[src/design/artp_map.svh]
// Function
// - Compare shadows reload from duty only at overflow.
// - Four PWM channels, stopped during halt.
// - Enabled channel drives its pin push-pull.
// - Shared period is 256 minus reload value.
// - Overflow sets pin to polarity-selected level.
// - Compare match restores pin's opposite level.
// - Overflow sets flag; interrupt when enabled.
// - Flag set on wrap, cleared by status read.
// - Event mode counts 256 minus reload events.
// - Selected capture edge latches counter, sets flag.
// - Capture blocked until read; read clears flag.
// - Capture interrupt holds while flag and enable.
// - Enabled capture interrupts wake system from halt.
// - Bit 7 selects CPU or external clock.
// - Bits 6:4 divide by two to field.
// - Run enable zero freezes prescaler and counter.
// - Force reload writes only, reads zero.
// - Counter register reads live, writes anytime.
// - Overflow reloads counter and updates PWM levels.
// - Eight-bit up-counter ticks per prescaler output.
// - Polarity picks level at or below compare.
// - Reset clears counter, prescaler, selects CPU clock.
`ifndef ARTP_MAP_SVH
`define ARTP_MAP_SVH
`define ARTP_OFS_DUTY3 4'h0
`define ARTP_OFS_DUTY2 4'h1
`define ARTP_OFS_DUTY1 4'h2
`define ARTP_OFS_DUTY0 4'h3
`define ARTP_OFS_PWMCTL 4'h4
`define ARTP_OFS_CSR 4'h5
`define ARTP_OFS_CAR 4'h6
`define ARTP_OFS_ARR 4'h7
`define ARTP_OFS_ICCSR 4'h8
`define ARTP_OFS_ICR1 4'h9
`define ARTP_OFS_ICR2 4'hA
`define ARTP_CSR_CLKSEL 7
`define ARTP_CSR_DIV_HI 6
`define ARTP_CSR_DIV_LO 4
`define ARTP_CSR_RUN 3
`define ARTP_CSR_FRL 2
`define ARTP_CSR_OIE 1
`define ARTP_CSR_OVF 0
`define ARTP_RESET_BYTE 8'h00
`define ARTP_COUNT_TOP 8'hFF
`endif

[src/design/artp_pkg.sv]
package artp_pkg;
  typedef logic [7:0] artp_byte_t;
  typedef struct packed {
    logic [3:0] out_enable;
    logic [3:0] polarity;
  } artp_pwmctl_s;
  typedef struct packed {
    logic clk_sel;
    logic [2:0] div_sel;
    logic run;
    logic overflow_irq_enable;
  } artp_csr_s;
  typedef struct packed {
    logic [1:0] edge_rise;
    logic [1:0] irq_en;
  } artp_capctl_s;
  typedef enum logic [1:0] {ARTP_IDLE, ARTP_DONE} artp_bus_e;
endpackage

[src/design/artp_timer.sv]
// Our own choices: the Avalon-MM slave port and the register offsets.
`timescale 1ns/1ps
`default_nettype none
`include "artp_map.svh"
module artp_timer
(
  input wire logic core_clk,
  input wire logic rst,
  input wire logic [3:0] avs_address,
  input wire logic avs_read,
  input wire logic avs_write,
  input wire logic [31:0] avs_writedata,
  input wire logic [3:0] avs_byteenable,
  output logic [31:0] avs_readdata,
  output logic avs_waitrequest,
  input wire logic halt_mode,
  input wire logic ext_clk_pin,
  input wire logic [1:0] capture_input_pin,
  output logic [3:0] pwm_out_pin,
  output logic [3:0] pwm_out_oe_n,
  output logic overflow_irq,
  output logic [1:0] capture_irq,
  output logic halt_wake
);
  import artp_pkg::*;

  // Bus state: one wait cycle, then the access completes.
  artp_bus_e bus_reg;
  logic acc;
  logic wr_go;
  logic rd_go;
  assign acc = (avs_read | avs_write) && bus_reg == ARTP_IDLE;
  assign wr_go = avs_write && bus_reg == ARTP_DONE && avs_byteenable[0];
  // Read side effects act on the edge that latches the read data. A flag set between
  // that latch and the end of the access is then kept for the next read, never lost.
  assign rd_go = avs_read && acc;

  always_ff @(posedge core_clk)
  begin
    if (rst)
      bus_reg <= ARTP_IDLE;
    else if (acc)
      bus_reg <= ARTP_DONE;
    else
      bus_reg <= ARTP_IDLE;
  end

  function automatic logic hit(input logic [3:0] a, input logic [3:0] ofs);
    hit = (a == ofs);
  endfunction

  // Software registers.
  artp_byte_t duty_cycle_value [4];
  artp_pwmctl_s pwm_control;
  artp_csr_s csr_reg;
  artp_byte_t reload_value;
  artp_capctl_s capctl_reg;
  artp_byte_t wd;
  assign wd = avs_writedata[7:0];

  always_ff @(posedge core_clk)
  begin
    if (rst)
    begin
      for (int i = 0; i < 4; i++)
        duty_cycle_value[i] <= `ARTP_RESET_BYTE;
      pwm_control <= '0;
      csr_reg <= '0;
      reload_value <= `ARTP_RESET_BYTE;
      capctl_reg <= '0;
    end
    else if (wr_go)
    begin
      for (int i = 0; i < 4; i++)
        if (hit(avs_address, 4'(`ARTP_OFS_DUTY0 - i)))
          duty_cycle_value[i] <= wd;
      if (hit(avs_address, `ARTP_OFS_PWMCTL))
        pwm_control <= wd;
      if (hit(avs_address, `ARTP_OFS_CSR))
        csr_reg <= {wd[7:3], wd[`ARTP_CSR_OIE]};
      if (hit(avs_address, `ARTP_OFS_ARR))
        reload_value <= wd;
      if (hit(avs_address, `ARTP_OFS_ICCSR))
        capctl_reg <= wd[5:2];
    end
  end

  // External clock pin: three stages, a rise counts when stages two and three agree.
  logic [2:0] ext_sync_reg;
  logic ext_level_reg;
  logic ext_rise;
  always_ff @(posedge core_clk)
  begin
    if (rst)
    begin
      ext_sync_reg <= 3'h0;
      ext_level_reg <= 1'b0;
    end
    else
    begin
      ext_sync_reg <= {ext_sync_reg[1:0], ext_clk_pin};
      if (ext_sync_reg[1] == ext_sync_reg[2])
        ext_level_reg <= ext_sync_reg[2];
    end
  end
  assign ext_rise = (ext_sync_reg[1] == ext_sync_reg[2]) && ext_sync_reg[2] && !ext_level_reg;

  // Prescaler input: CPU clock every cycle or one external edge.
  logic input_tick;
  assign input_tick = csr_reg.clk_sel ? ext_rise : 1'b1;
  logic frl_go;
  logic car_wr;
  assign frl_go = wr_go && hit(avs_address, `ARTP_OFS_CSR) && wd[`ARTP_CSR_FRL];
  assign car_wr = wr_go && hit(avs_address, `ARTP_OFS_CAR);

  // Seven-bit prescaler; the tap is reached when all low bits are ones.
  logic [6:0] presc_reg;
  logic [6:0] tap_mask;
  logic count_tick;
  logic running;
  assign running = csr_reg.run && !halt_mode;
  assign tap_mask = 7'((8'h01 << csr_reg.div_sel) - 8'h01);
  assign count_tick = running && input_tick && ((presc_reg & tap_mask) == tap_mask);

  always_ff @(posedge core_clk)
  begin
    if (rst)
      presc_reg <= 7'h00;
    else if (frl_go || car_wr)
      presc_reg <= 7'h00;
    else if (running && input_tick)
      presc_reg <= presc_reg + 7'h01;
  end

  // Counter, its overflow and reload. Writes win over counting.
  artp_byte_t counter_reg;
  logic ovf_evt;
  assign ovf_evt = count_tick && counter_reg == `ARTP_COUNT_TOP && !frl_go && !car_wr;
  always_ff @(posedge core_clk)
  begin
    if (rst)
      counter_reg <= `ARTP_RESET_BYTE;
    else if (car_wr)
      counter_reg <= wd;
    else if (frl_go)
      counter_reg <= reload_value;
    else if (ovf_evt)
      counter_reg <= reload_value;
    else if (count_tick)
      counter_reg <= counter_reg + 8'h01;
  end

  // Overflow flag: set wins over the read that clears it.
  logic ovf_reg;
  logic csr_rd;
  assign csr_rd = rd_go && hit(avs_address, `ARTP_OFS_CSR);
  always_ff @(posedge core_clk)
  begin
    if (rst)
      ovf_reg <= 1'b0;
    else if (ovf_evt)
      ovf_reg <= 1'b1;
    else if (csr_rd)
      ovf_reg <= 1'b0;
  end

  always_ff @(posedge core_clk)
  begin
    if (rst)
      overflow_irq <= 1'b0;
    else
      overflow_irq <= (ovf_reg | ovf_evt) && csr_reg.overflow_irq_enable;
  end

  // Hidden compare shadows, loaded only at overflow so duty never glitches mid-period.
  artp_byte_t compare_shadow [4];
  logic [3:0] pwm_raw_reg;
  genvar g;
  generate
    for (g = 0; g < 4; g++)
    begin : ch
      always_ff @(posedge core_clk)
      begin
        if (rst)
          compare_shadow[g] <= `ARTP_RESET_BYTE;
        else if (ovf_evt)
          compare_shadow[g] <= duty_cycle_value[g];
      end

      // Raw level is high while in the leading phase; polarity applied at the pin.
      always_ff @(posedge core_clk)
      begin
        if (rst)
          pwm_raw_reg[g] <= 1'b0;
        else if (halt_mode)
          pwm_raw_reg[g] <= pwm_raw_reg[g];
        else if (ovf_evt)
          pwm_raw_reg[g] <= 1'b1;
        else if (counter_reg == compare_shadow[g] && count_tick)
          pwm_raw_reg[g] <= 1'b0;
      end

      // Push-pull drive while enabled; polarity flips immediately.
      always_ff @(posedge core_clk)
      begin
        if (rst)
        begin
          pwm_out_pin[g] <= 1'b0;
          pwm_out_oe_n[g] <= 1'b1;
        end
        else
        begin
          pwm_out_pin[g] <= pwm_raw_reg[g] ^ pwm_control.polarity[g];
          pwm_out_oe_n[g] <= !pwm_control.out_enable[g];
        end
      end
    end
  endgenerate

  // Capture pins: three-stage synchronisers with agreement filter.
  logic [2:0] cap_sync_reg [2];
  logic [1:0] cap_level_reg;
  logic [1:0] cap_flag_reg;
  artp_byte_t capture_value [2];
  generate
    for (g = 0; g < 2; g++)
    begin : cap
      logic stable;
      logic edge_hit;
      logic rd_clr;
      assign stable = cap_sync_reg[g][1] == cap_sync_reg[g][2];
      assign edge_hit = stable && cap_sync_reg[g][2] != cap_level_reg[g]
        && cap_sync_reg[g][2] == capctl_reg.edge_rise[g];
      assign rd_clr = rd_go && hit(avs_address, 4'(`ARTP_OFS_ICR1 + g));

      always_ff @(posedge core_clk)
      begin
        if (rst)
        begin
          cap_sync_reg[g] <= 3'h0;
          cap_level_reg[g] <= 1'b0;
        end
        else
        begin
          cap_sync_reg[g] <= {cap_sync_reg[g][1:0], capture_input_pin[g]};
          if (stable)
            cap_level_reg[g] <= cap_sync_reg[g][2];
        end
      end

      // Blocked while flag stands; a new edge in the read cycle still captures.
      always_ff @(posedge core_clk)
      begin
        if (rst)
        begin
          capture_value[g] <= `ARTP_RESET_BYTE;
          cap_flag_reg[g] <= 1'b0;
        end
        else if (edge_hit && (!cap_flag_reg[g] || rd_clr))
        begin
          capture_value[g] <= counter_reg;
          cap_flag_reg[g] <= 1'b1;
        end
        else if (rd_clr)
          cap_flag_reg[g] <= 1'b0;
      end

      always_ff @(posedge core_clk)
      begin
        if (rst)
          capture_irq[g] <= 1'b0;
        else
          capture_irq[g] <= cap_flag_reg[g] && capctl_reg.irq_en[g];
      end
    end
  endgenerate

  // Wake request out of halt from any enabled capture interrupt.
  always_ff @(posedge core_clk)
  begin
    if (rst)
      halt_wake <= 1'b0;
    else
      halt_wake <= halt_mode && |(cap_flag_reg & capctl_reg.irq_en);
  end

  // Read mux; force-reload bit always reads as zero, unmapped reads zero.
  artp_byte_t rd_byte;
  always_comb
  begin
    rd_byte = `ARTP_RESET_BYTE;
    unique case (avs_address)
      `ARTP_OFS_DUTY3: rd_byte = duty_cycle_value[3];
      `ARTP_OFS_DUTY2: rd_byte = duty_cycle_value[2];
      `ARTP_OFS_DUTY1: rd_byte = duty_cycle_value[1];
      `ARTP_OFS_DUTY0: rd_byte = duty_cycle_value[0];
      `ARTP_OFS_PWMCTL: rd_byte = pwm_control;
      `ARTP_OFS_CSR: rd_byte = {csr_reg[5:1], 1'b0, csr_reg.overflow_irq_enable, ovf_reg};
      `ARTP_OFS_CAR: rd_byte = counter_reg;
      `ARTP_OFS_ARR: rd_byte = reload_value;
      `ARTP_OFS_ICCSR: rd_byte = {2'b00, capctl_reg, cap_flag_reg};
      `ARTP_OFS_ICR1: rd_byte = capture_value[0];
      `ARTP_OFS_ICR2: rd_byte = capture_value[1];
      default: rd_byte = `ARTP_RESET_BYTE;
    endcase
  end

  // Read data is registered when the request is first seen, waitrequest drops next cycle.
  always_ff @(posedge core_clk)
  begin
    if (rst)
    begin
      avs_readdata <= 32'h0000_0000;
      avs_waitrequest <= 1'b1;
    end
    else
    begin
      if (acc)
        avs_readdata <= {24'h00_0000, rd_byte};
      avs_waitrequest <= !acc;
    end
  end
endmodule
`default_nettype wire

[config.mk]
export PLATFORM = sky130hd
export DESIGN_NAME = artp_timer
export DESIGN_NICKNAME = d
export VERILOG_FILES = /design/src/design/artp_pkg.sv /design/src/design/artp_timer.sv
export VERILOG_INCLUDE_DIRS = /design/src /design/src/design
export SDC_FILE = /design/constraint.sdc
export NUM_CORES = 1
export LEC_CHECK = 0
export ABC_AREA = 1
export BUFFER_PORTS_ARGS = -buffer_cell sky130_fd_sc_hd__buf_2
export CELL_PAD_IN_SITES_DETAIL_PLACEMENT = 0
export CELL_PAD_IN_SITES_GLOBAL_PLACEMENT = 2
export CORE_MARGIN = 2
export CORE_UTILIZATION = 36
export DETAILED_ROUTE_END_ITERATION = 8
export PLACE_DENSITY = 0.89
export SYNTH_ARGS = -nofsm -noshare
export SYNTH_HDL_FRONTEND = slang
export SYNTH_SLANG_ARGS = --single-unit
[constraint.sdc]
create_clock -name core_clk -period 2.7 [get_ports core_clk]
set_input_delay 0.135 -clock core_clk [delete_from_list [all_inputs] [get_ports core_clk]]
set_output_delay 0.135 -clock core_clk [all_outputs]
set_load 0.01 [all_outputs]
### After elaboration in Yosys (flattened, before gate mapping)

Memory sizes are Yosys's and may differ from the RTL's.
Index checks and enable logic that the tools add are counted.

| storage, ports and cells | value |
|---|---|
| bits in registers | 77 |
| RAM bits | 86 |
| input bits | 48 |
| output and inout port bits | 45 |
| word-level logic and storage cells | 217 |
| memories | 4 |

| cells by class | value |
|---|---|
| add/sub/neg operators | 3 |
| equality and inequality tests | 24 |
| shift operators | 1 |
| muxes and demuxes | 61 |
| bitwise logic cells | 21 |
| reduce and logical (&&, ||, !) cells | 66 |

Memory list:

| name | words | width | rd ports | clocked after Yosys merged registers in | write ports | RTL line | text |
|---|---|---|---|---|---|---|---|
| compare_shadow | 4 | 8 | 4 | 0 | 4 | artp_timer.sv:176 | `artp_byte_t compare_shadow [4];` |
| duty_cycle_value | 4 | 8 | 4 | 0 | 4 | artp_timer.sv:53 | `artp_byte_t duty_cycle_value [4];` |
| capture_value | 2 | 8 | 2 | 0 | 2 | artp_timer.sv:224 | `artp_byte_t capture_value [2];` |
| cap_sync_reg | 2 | 3 | 2 | 0 | 2 | artp_timer.sv:221 | `logic [2:0] cap_sync_reg [2];` |

Operator list:

| cell | number |
|---|---|
| 2-to-1 mux 8 bit | 14 |
| one-hot mux 8 bit (11 select lines) | 1 |
| 2-to-1 mux 1 bit | 44 |
| equality test 8 bit | 4 |
| logical AND 1 bit | 32 |
| equality test 4 x 3 -> 1 bit, second input constant | 4 |
| AND reduction 2 bit | 8 |
| bitwise OR 1 bit | 14 |
| nonzero test 2 bit | 7 |
| equality test 4 bit, second input constant | 3 |
| zero test 1 bit | 11 |
| adder 8 x 1 -> 8 bit, second input constant | 1 |
| equality test 4 x 2 -> 1 bit, second input constant | 2 |
| equality test 8 bit, second input constant | 1 |
| adder 7 x 1 -> 7 bit, second input constant | 1 |
| bitwise AND 7 bit | 1 |
| equality test 7 bit | 1 |
| << shifter 1 x 3 -> 7 bit, first input constant | 1 |
| subtractor 7 x 1 -> 7 bit, second input constant | 1 |
| 2-to-1 mux 3 bit | 2 |
| equality test 1 bit | 5 |
| equality test 4 x 1 -> 1 bit, second input constant | 1 |
| zero test 4 bit | 1 |
| nonzero test 4 bit | 1 |
| 8 further kinds | 15 |

### Longest topological paths before layout

Gate-level depths: netlist (run 1).

| logic depth | value |
|---|---|
| depth in word-level cells | 13 |
| gate-level depth with buffers | 14 |
| depth with buffers taken out | 14 |

### Worst setup path after synthesis (run 1)

OpenSTA, ideal clock, no wires.

| timing | value |
|---|---|
| kind | reg2reg |
| start point | reg counter_reg[1] |
| end point | mem compare_shadow[0][0] in the netlist's numbering (enable) |
| arrival time | 2.008 ns |
| path slack | 0.303 ns |
| cell stages (with the launch flop) | 9 |
| buffers on the path | 1 |
| period minus slack after synthesis | 2.397 ns |
| path through | dfxtp_1 -> ha_1 -> nand3_2 -> nor2_2 -> nand3_2 -> inv_2 -> nand2_4 -> buf_6 -> nand2_1 |

RTL lines:

| element | RTL line | text |
|---|---|---|
| from (decl) | artp_timer.sv:136 | `artp_byte_t counter_reg;` |
| from (signal assigned) | artp_timer.sv:142 | `` counter_reg <= `ARTP_RESET_BYTE; `` |
| from (signal assigned) | artp_timer.sv:144 | `counter_reg <= wd;` |
| from (signal assigned) | artp_timer.sv:146 | `counter_reg <= reload_value;` |
| to (decl) | artp_timer.sv:176 |  |

==> summary.log, run 1 <==
qor: status.status finished, final reports clean
qor: critical_path.worst_path_most_repeated_cell sky130_fd_sc_hd__nand3_2
qor: timing.final_max_slew_viol_count 0
qor: critical_path.setup.worst_path.start counter_reg[0]$_SDFFE_PP0P_
qor: finish.drive_gt1_share 15.5%
qor: clocking.ctsLongestPathBuffers 2
qor: synth.ys_ff_latch 162
qor: routing.final_antenna_net_count 0
qor: synth.synth_top_area_cell sky130_fd_sc_hd__edfxtp_1
qor: synth.dominantRegCellSynth sky130_fd_sc_hd__dfxtp_1
qor: power_and_ir_drop.combinational_fraction_of_design_power 5.2%
qor: timing.worst_clock_skew 0.0107 ns
qor: power_and_ir_drop.p_sw_share 24.0%
qor: power_and_ir_drop.finalPower 5270 uW
qor: critical_path.cp.depth 8
qor: finish.number_of_diodes 0
qor: clocking.clock-sinks 162
qor: synth.synth_top_family_by_area simple AND/OR/NAND/NOR gates
qor: placed_design.routability_cong 0.845
qor: global_routing.grt_overflow 0
qor: critical_path.worstReg2RegEnd compare_shadow[1][1]$_SDFFCE_PN0P_
qor: clocking.cts.root.buffer_cell sky130_fd_sc_hd__clkbuf_16
qor: critical_path.reg2reg_setup_slack 0.55 ns
qor: finish.nets 948
qor: power_and_ir_drop.internal-power 4000 uW
qor: synth.yosys_cell_types 47
qor: critical_path.critical_path_buf_inv_count 2
qor: finish.final_cell_mix sky130_fd_sc_hd__nor2_1, sky130_fd_sc_hd__inv_1, sky130_fd_sc_hd__nand2_1
qor: critical_path.crit_required 2.81 ns
qor: clocking.cts-htree-levels 4
qor: finish.postLayoutCellArea 8560 um2
qor: clocking.clkTransAtPathRegs 0.07 ns
qor: routing.routed_wirelength 20700 um
qor: timing.grt_setup_unrepaired false
qor: synth.ys_top_cells_by_area sky130_fd_sc_hd__edfxtp_1, sky130_fd_sc_hd__dfxtp_1, sky130_fd_sc_hd__nor2_1
qor: placed_design.dp_cells 1145
qor: floorplan.fp.coreArea 20400 um2
qor: synth.post-synth-top-area-fraction 32.0%
qor: synth.synthesis.area 7510 um2
qor: routing.routedWlPerCell 17.6 um
qor: synth.ys_seq_area_share 53.8%
qor: critical_path.worstSetupStartpointType register
qor: critical_path.path_max_fanout 16
qor: floorplan.dieArea 22000 um2
qor: timing.setup-tns-final 0 ns
qor: power_and_ir_drop.sequentialPowerShare 50.4%
qor: placed_design.port_buffers 41
qor: placed_design.dp.final_hpwl 15200 um
qor: routing.drtIter0Drc 627
qor: floorplan.placement_rows 52
qor: synth.synth-xor-area-share 2.68%
qor: job.cap_violations 0
qor: synth.syn-instance-count 840
qor: clocking.cts-buffers-inserted 17
qor: routing.via_count 5835
qor: floorplan.die_h 148 um
qor: critical_path.setup.worst_path.end compare_shadow[1][1]$_SDFFCE_PN0P_
qor: finish.multi_input_comb_area 2750 um2
qor: floorplan.io_pins 93
qor: clocking.cts_tree built
qor: finish.layout_commonest_cell sky130_fd_sc_hd__nor2_1
qor: timing.timing.final.hold_violations 0
qor: finish.seqCellArea 4040 um2
qor: finish.syn_to_final_growth 14.0%
qor: finish.fillers 2026
qor: timing.fmax 0.466 GHz
qor: synth.synth_enable_flop_cells 80
qor: power_and_ir_drop.power.switching 1270 uW
qor: power_and_ir_drop.power.ir.vdd_worst 0.000428 V
qor: finish.finalNonFillerCells 1180
qor: synth.syn_avg_cell_area 8.94 um2
qor: routing.remaining_drc_errors 0
qor: critical_path.critical_path.endpoint_type register
qor: timing.period_minus_slack 2.15 ns
qor: critical_path.critical_path.max_stage_delay 0.55 ns
qor: power_and_ir_drop.power.static_leakage 0.00348 uW
qor: floorplan.die_w 148 um
qor: critical_path.path_cells ha_1 -> nand3_2 -> nor2_2 -> nand3_2 -> inv_2 -> nand2_4 -> nand2_1 -> buf_4
qor: routing.drt-vias-per-instance 4.94
qor: critical_path.worstReg2RegStart counter_reg[0]$_SDFFE_PP0P_
qor: synth.yosysWarnings 0
qor: finish.largestRegisters compare_shadow (32), duty_cycle_value (32), capture_value (16)
qor: timing.final.period_utilization 79.5%
qor: routing.drt_pre_antenna_iters 5
qor: critical_path.critical_path_class reg2reg
qor: placed_design.placed_cell_area 7970 um2
qor: power_and_ir_drop.power.share.clock 44.3%
qor: critical_path.crit_slowest_cell sky130_fd_sc_hd__dfxtp_1
qor: global_routing.first_pass_grt_wire_length 32100 um
qor: clocking.clk_latency 0.43 ns
qor: critical_path.worst-endpoint-arrival 2.26 ns
qor: global_routing.global_route.usage.total 19.4%
qor: floorplan.start_util 36.9%
qor: global_routing.grt_start_max_net_pins 33
qor: global_routing.grt_antenna_before_repair 0
qor: synth.asyncSetResetFlopFracSynth 0%
qor: min_path.worst_hold_path_type in2reg
qor: power_and_ir_drop.powerDensity 615 nW/um2
qor: finish.postLayoutCoreUtil 42.0%
qor: synth.post_synth_mux_area_share 0%
qor: global_routing.grt_pass1_vias 5636
qor: critical_path.reg2reg_depth 8
qor: synth.synth_compound_area_share 13.6%
qor: critical_path.critical-path-top-delay-family simple AND/OR/NAND/NOR gates
qor: synth.synth_adder_area_share 0.500%
qor: timing.finalSetupViolCount 0
qor: synth.yosys.area_share.simple 18.5%
## worst min-delay path by stage
stage	from	endpoint	slack [ns]	cells past startpoint
after floorplan	capture_input_pin[0]	cap_sync_reg[0][0]$_SDFF_PP0_	0.24	2
after global placement	capture_input_pin[0]	cap_sync_reg[0][0]$_SDFF_PP0_	0.33	3
after detailed placement	capture_input_pin[1]	cap_sync_reg[1][0]$_SDFF_PP0_	0.34	3
after CTS	avs_writedata[0]	counter_reg[0]$_SDFFE_PP0P_	0.01	3
after global routing	avs_writedata[7]	csr_reg[5]$_SDFFE_PP0P_	0.04	3
final	avs_writedata[7]	csr_reg[5]$_SDFFE_PP0P_	0.04	3
## power groups by stage
stage                     clock, uW  sequential [uW]  combinational (uW)
after global routing           2470             2660                 301
final                          2340             2660                 275
after CTS                      2380             2660                 274
after detailed placement          0             2710                 269
after global placement            0             2710                 269
after floorplan                   0             2700                 186
## per-stage QoR
step / setup WS [ns] / hold slack, ns
after floorplan: 0.303 / 0.242
after global placement: 0.592 / 0.333
after detailed placement: 0.579 / 0.343
after CTS: 0.553 / 0.0133
after global routing: 0.425 / 0.0389
final: 0.553 / 0.0350
## Yosys cell counts, types with 7 or more instances
master and count:
sky130_fd_sc_hd__nand2_1 96, sky130_fd_sc_hd__o22ai_1 19, sky130_fd_sc_hd__nand3_1 42, sky130_fd_sc_hd__a21oi_1 62, sky130_fd_sc_hd__dfxtp_1 82, sky130_fd_sc_hd__buf_4 28, sky130_fd_sc_hd__nor2_1 124, sky130_fd_sc_hd__edfxtp_1 80
sky130_fd_sc_hd__o21ai_1 7, sky130_fd_sc_hd__inv_2 7, sky130_fd_sc_hd__inv_1 115, sky130_fd_sc_hd__a221oi_1 11, sky130_fd_sc_hd__xor2_1 10, sky130_fd_sc_hd__buf_2 8, sky130_fd_sc_hd__nand4_1 7, sky130_fd_sc_hd__xnor2_1 13
sky130_fd_sc_hd__nand3_2 9, sky130_fd_sc_hd__o21ai_0 52, sky130_fd_sc_hd__clkbuf_1 8
## layer usage
| layer | GRT usage, % | part of all wire [%] |
|---|---|---|
| met2 | 29.4 | 45 |
| met4 | 7.29 | 2.7 |
| met3 | 3.96 | 5.6 |
| met1 | 27.3 | 47 |
| met5 | 0 | 0 |
## logic make-up (layout without fill, tap and decap cells)
| kind of cell | after synthesis | in the layout |
|---|---|---|
| xor gates and xnor gates | 23 | 23 |
| DFF | 162 | 162 |
| AOI/OAI and AO/OA | 174 | 174 |
| other | 1 | 24 |
| adders and majority gates | 3 | 3 |
| buffers and inverters | 174 | 221 |
| and+or+nand+nor | 303 | 303 |
## timing repair
action                     CTS  global route
resized for setup            0             0
buffers inserted             0             0
hold buffers                 3             0
setup endpoints to repair    0             0
hold endpoints to repair     3             0
## tightest hold or removal path, stage by stage
cell and delay [ns]:
sky130_fd_sc_hd__buf_2 0.09, sky130_fd_sc_hd__o21ai_0 0.08, sky130_fd_sc_hd__a21oi_1 0.11
## final cells by class
cell class	count	share of cell area, %
well taps	270	3.95
multi-input cells	527	32.1
inverters	126	5.73
flip-flops and latches	162	47.2
clock buffers	20	5.58
repair buffers	63	4.41
clock inverters	12	1.04
Note: power is estimated with default switching activity, not from simulation.
==> run 2: changes to the inputs <==
CORE_UTILIZATION = 32   (was 36)
PLACE_DENSITY = 0.84   (was 0.89)
clock period = 1.7 ns   (was 2.7 ns; I/O delays follow)
==> run 2 against run 1 <==
Against the previous run:
- die area increased by 12%
- final cell count increased by 7.4%
- non-clock buffer count is 37 higher
- sequential power rose by 59%
- worst hold slack worse by 0.0047 ns
- highest routed layer unchanged
- largest power group unchanged
- largest cell class unchanged
- critical endpoint is now counter_reg[1]$_SDFFE_PP0P_
- global-route usage decreased by 1.6 points
- utilization shrank 2.8 points
- sequential share of layout area is 2.8 points lower
==> summary.log, run 2 (synthesis results as in run 1) <==
qor: status.status finished, final reports clean
qor: routing.remaining_drc_errors 0 [unchanged]
qor: clocking.cts-buffers-inserted 17 [unchanged]
qor: routing.via_count 5822 [-0.22%]
qor: critical_path.path_cells ha_4 -> nand3_2 -> nor2_2 -> nand3_2 -> o21ai_4 -> nand2_2 -> nand3_2 -> nand3_1 -> nand2_1 -> inv_1
qor: timing.setup-tns-final 0 ns [unchanged]
qor: clocking.clock-sinks 162 [unchanged]
qor: routing.met3WireLength 1210 um [+4.0%]
qor: timing.timing.final.hold_violations 0 [unchanged]
qor: routing.routedWlPerCell 16.6 um [-5.4%]
qor: critical_path.critical_path.max_stage_delay 0.37 ns [-0.18 ns]
qor: floorplan.start_util 32.3% [-4.6 points]
qor: finish.largestRegisters compare_shadow (32), duty_cycle_value (32), capture_value (16)
qor: critical_path.reg2reg_setup_slack 0.1 ns [-0.46 ns]
qor: power_and_ir_drop.power.ir.vdd_worst 0.000567 V [+33%]
qor: timing.worst_clock_skew 0.00866 ns [-0.00206 ns]
qor: finish.layout_commonest_cell sky130_fd_sc_hd__nor2_1
qor: clocking.cts_tree built
qor: global_routing.global_route.usage.total 17.8% [-1.6 points]
qor: critical_path.crit_slowest_cell sky130_fd_sc_hd__dfxtp_4
qor: timing.final.period_utilization 94.3% [+15 points]
qor: floorplan.die_w 157 um [+5.9%]
qor: global_routing.grt_pass1_vias 5479 [-2.8%]
qor: placed_design.placed_cell_area 8350 um2 [+4.8%]
qor: power_and_ir_drop.finalPower 8600 uW [+63%]
qor: critical_path.critical_path_class reg2reg
qor: clocking.cts.root.buffer_cell sky130_fd_sc_hd__clkbuf_16
qor: critical_path.worst_path_most_repeated_cell sky130_fd_sc_hd__nand3_2
qor: timing.finalSetupViolCount 0 [unchanged]
qor: critical_path.critical_path.endpoint_type register
qor: routing.final_antenna_net_count 0 [unchanged]
qor: floorplan.placement_rows 56 [+7.7%]
qor: critical_path.setup.worst_path.end counter_reg[1]$_SDFFE_PP0P_
qor: critical_path.critical_path_buf_inv_count 1 [-1]
qor: routing.route.met2.wl 9200 um [-0.48%]
qor: finish.nets 986 [+4.0%]
qor: global_routing.grt_start_max_net_pins 34 [+3.0%]
qor: critical_path.critical-path-top-delay-family simple AND/OR/NAND/NOR gates
qor: finish.drive_gt1_share 20.9% [+5.4 points]
qor: routing.met1Wirelength 10100 um [+4.0%]
qor: min_path.worst_hold_path_type in2reg
qor: clocking.clkTransAtPathRegs 0.06 ns [about the same]
qor: critical_path.path_max_fanout 8 [-8]
qor: timing.final.hold.worst_slack 0.0303 ns [-0.00471 ns]
qor: floorplan.dieArea 24700 um2 [+12%]
qor: floorplan.fp.coreArea 23300 um2 [+14%]
qor: critical_path.worstReg2RegStart counter_reg[1]$_SDFFE_PP0P_
qor: timing.period_minus_slack 1.60 ns [-0.543 ns]
qor: routing.routed_wirelength 21000 um [+1.6%]
qor: critical_path.worstReg2RegEnd counter_reg[1]$_SDFFE_PP0P_
qor: power_and_ir_drop.powerDensity 942 nW/um2 [+53%]
qor: routing.top_layer met4
qor: global_routing.grt_antenna_before_repair 0 [unchanged]
qor: timing.grt_setup_unrepaired true
qor: timing.final_max_slew_viol_count 0 [unchanged]
qor: placed_design.port_buffers 41 [unchanged]
qor: critical_path.worst-endpoint-arrival 1.93 ns [-0.33 ns]
qor: job.cap_violations 0 [unchanged]
qor: floorplan.io_pins 93 [unchanged]
qor: placed_design.dp.final_hpwl 15800 um [+4.0%]
qor: power_and_ir_drop.power.static_leakage 0.00368 uW [+5.6%]
qor: critical_path.worstSetupStartpointType register
qor: critical_path.reg2reg_depth 10 [+2]
qor: routing.drt_pre_antenna_iters 5 [unchanged]
qor: clocking.cts-htree-levels 4 [unchanged]
qor: finish.postLayoutCellArea 9130 um2 [+6.6%]
qor: finish.final_cell_mix sky130_fd_sc_hd__nor2_1, sky130_fd_sc_hd__inv_1, sky130_fd_sc_hd__nand2_1
qor: routing.drtIter0Drc 435 [-31%]
qor: critical_path.setup.worst_path.start counter_reg[1]$_SDFFE_PP0P_
qor: timing.postLayoutSetupSlackWorst 0.0961 ns [-0.457 ns]
qor: global_routing.grt_overflow 0 [unchanged]
qor: critical_path.crit_required 2.02 ns [-0.79 ns]
qor: critical_path.cp.depth 10 [+2]
qor: finish.syn_to_final_growth 21.5%
qor: finish.number_of_diodes 0 [unchanged]
qor: timing.fmax 0.623 GHz [+34%]
qor: global_routing.first_pass_grt_wire_length 32700 um [+2.0%]
qor: clocking.ctsLongestPathBuffers 2 [unchanged]
qor: floorplan.die_h 157 um [+5.9%]
qor: placed_design.routability_cong 0.849 [+0.43%]
qor: placed_design.dp_slack 0.00299 ns [-0.576 ns]
qor: routing.drt-vias-per-instance 4.60 [-7.1%]
qor: clocking.clk_latency 0.42 ns [about the same]
==> run 2: cell types whose count changed in the layout (fill, tap and decap cells not counted), sizes merged <==
| cell | before | now |
|---|---|---|
| buf | 60 | 95 |
| bufinv | 0 | 2 |
| clkbuf | 20 | 25 |
| clkinv | 5 | 3 |
| clkinvlp | 1 | 4 |
| dlygate4sd3 | 3 | 5 |
| inv | 132 | 124 |
| nand2 | 104 | 105 |
==> run 2: worst min path at each step <==
stage,end,slack (ns),cells after the start,start
2_1_floorplan,cap_sync_reg[0][0]$_SDFF_PP0_,0.19,2,capture_input_pin[0]
3_3_place_gp,ext_sync_reg[0]$_SDFF_PP0_,0.28,3,ext_clk_pin
3_5_place_dp,cap_sync_reg[1][0]$_SDFF_PP0_,0.30,3,capture_input_pin[1]
4_1_cts,csr_reg[1]$_SDFFE_PP0P_,0.02,3,avs_writedata[3]
5_1_grt,csr_reg[3]$_SDFFE_PP0P_,0.04,3,avs_writedata[5]
6_report,csr_reg[3]$_SDFFE_PP0P_,0.03,3,avs_writedata[5]
==> run 2: where the power goes <==
group | total, uW | switching [uW] | internal, uW
Clock | 3900 | 1520 | 2380
Sequential | 4220 | 41.8 | 4180
Combinational | 481 | 332 | 149
Total | 8600 | 1900 | 6700
==> run 2: area by class of cell <==
cell class              count  area, um2
well taps                 319        399
clock buffers              25        508
clock inverters             7       93.8
inverters                 126        504
multi-input cells         528       2860
flip-flops and latches    162       4060
repair buffers            100        709
fillers                  2414      14100
==> run 2: repair_timing <==
action	in CTS	in global routing
hold endpoints to repair	5	0
hold buffers	5	0
gates resized for setup	2	30
pin swaps	0	13
setup buffers	0	1
gates cloned	1	0
endpoints found under the setup margin	32	76
==> run 2: worst min-delay path: cells and delay by family <==
family | cells | cell delay (ns)
buf+inv | 1 | 0.13
compound gates | 2 | 0.19
==> run 2: through the flow <==
| stage | cells | utilization, % |
|---|---|---|
| final | 1267 | 39.2 |
| after global routing | 1267 | 39.2 |
| after detailed placement | 1228 | 35.9 |
| after global placement | 1228 | 35.9 |
| after CTS | 1266 | 38.8 |
| after floorplan | 863 | - |
==> run 2: layer usage <==
| layer | global-route usage [%] | vias up |
|---|---|---|
| met3 | 3.30 | 34 |
| li1 | - | 2940 |
| met2 | 26.3 | 189 |
| met5 | 0 | - |
| met1 | 25.7 | 2659 |
| met4 | 6.93 | 0 |
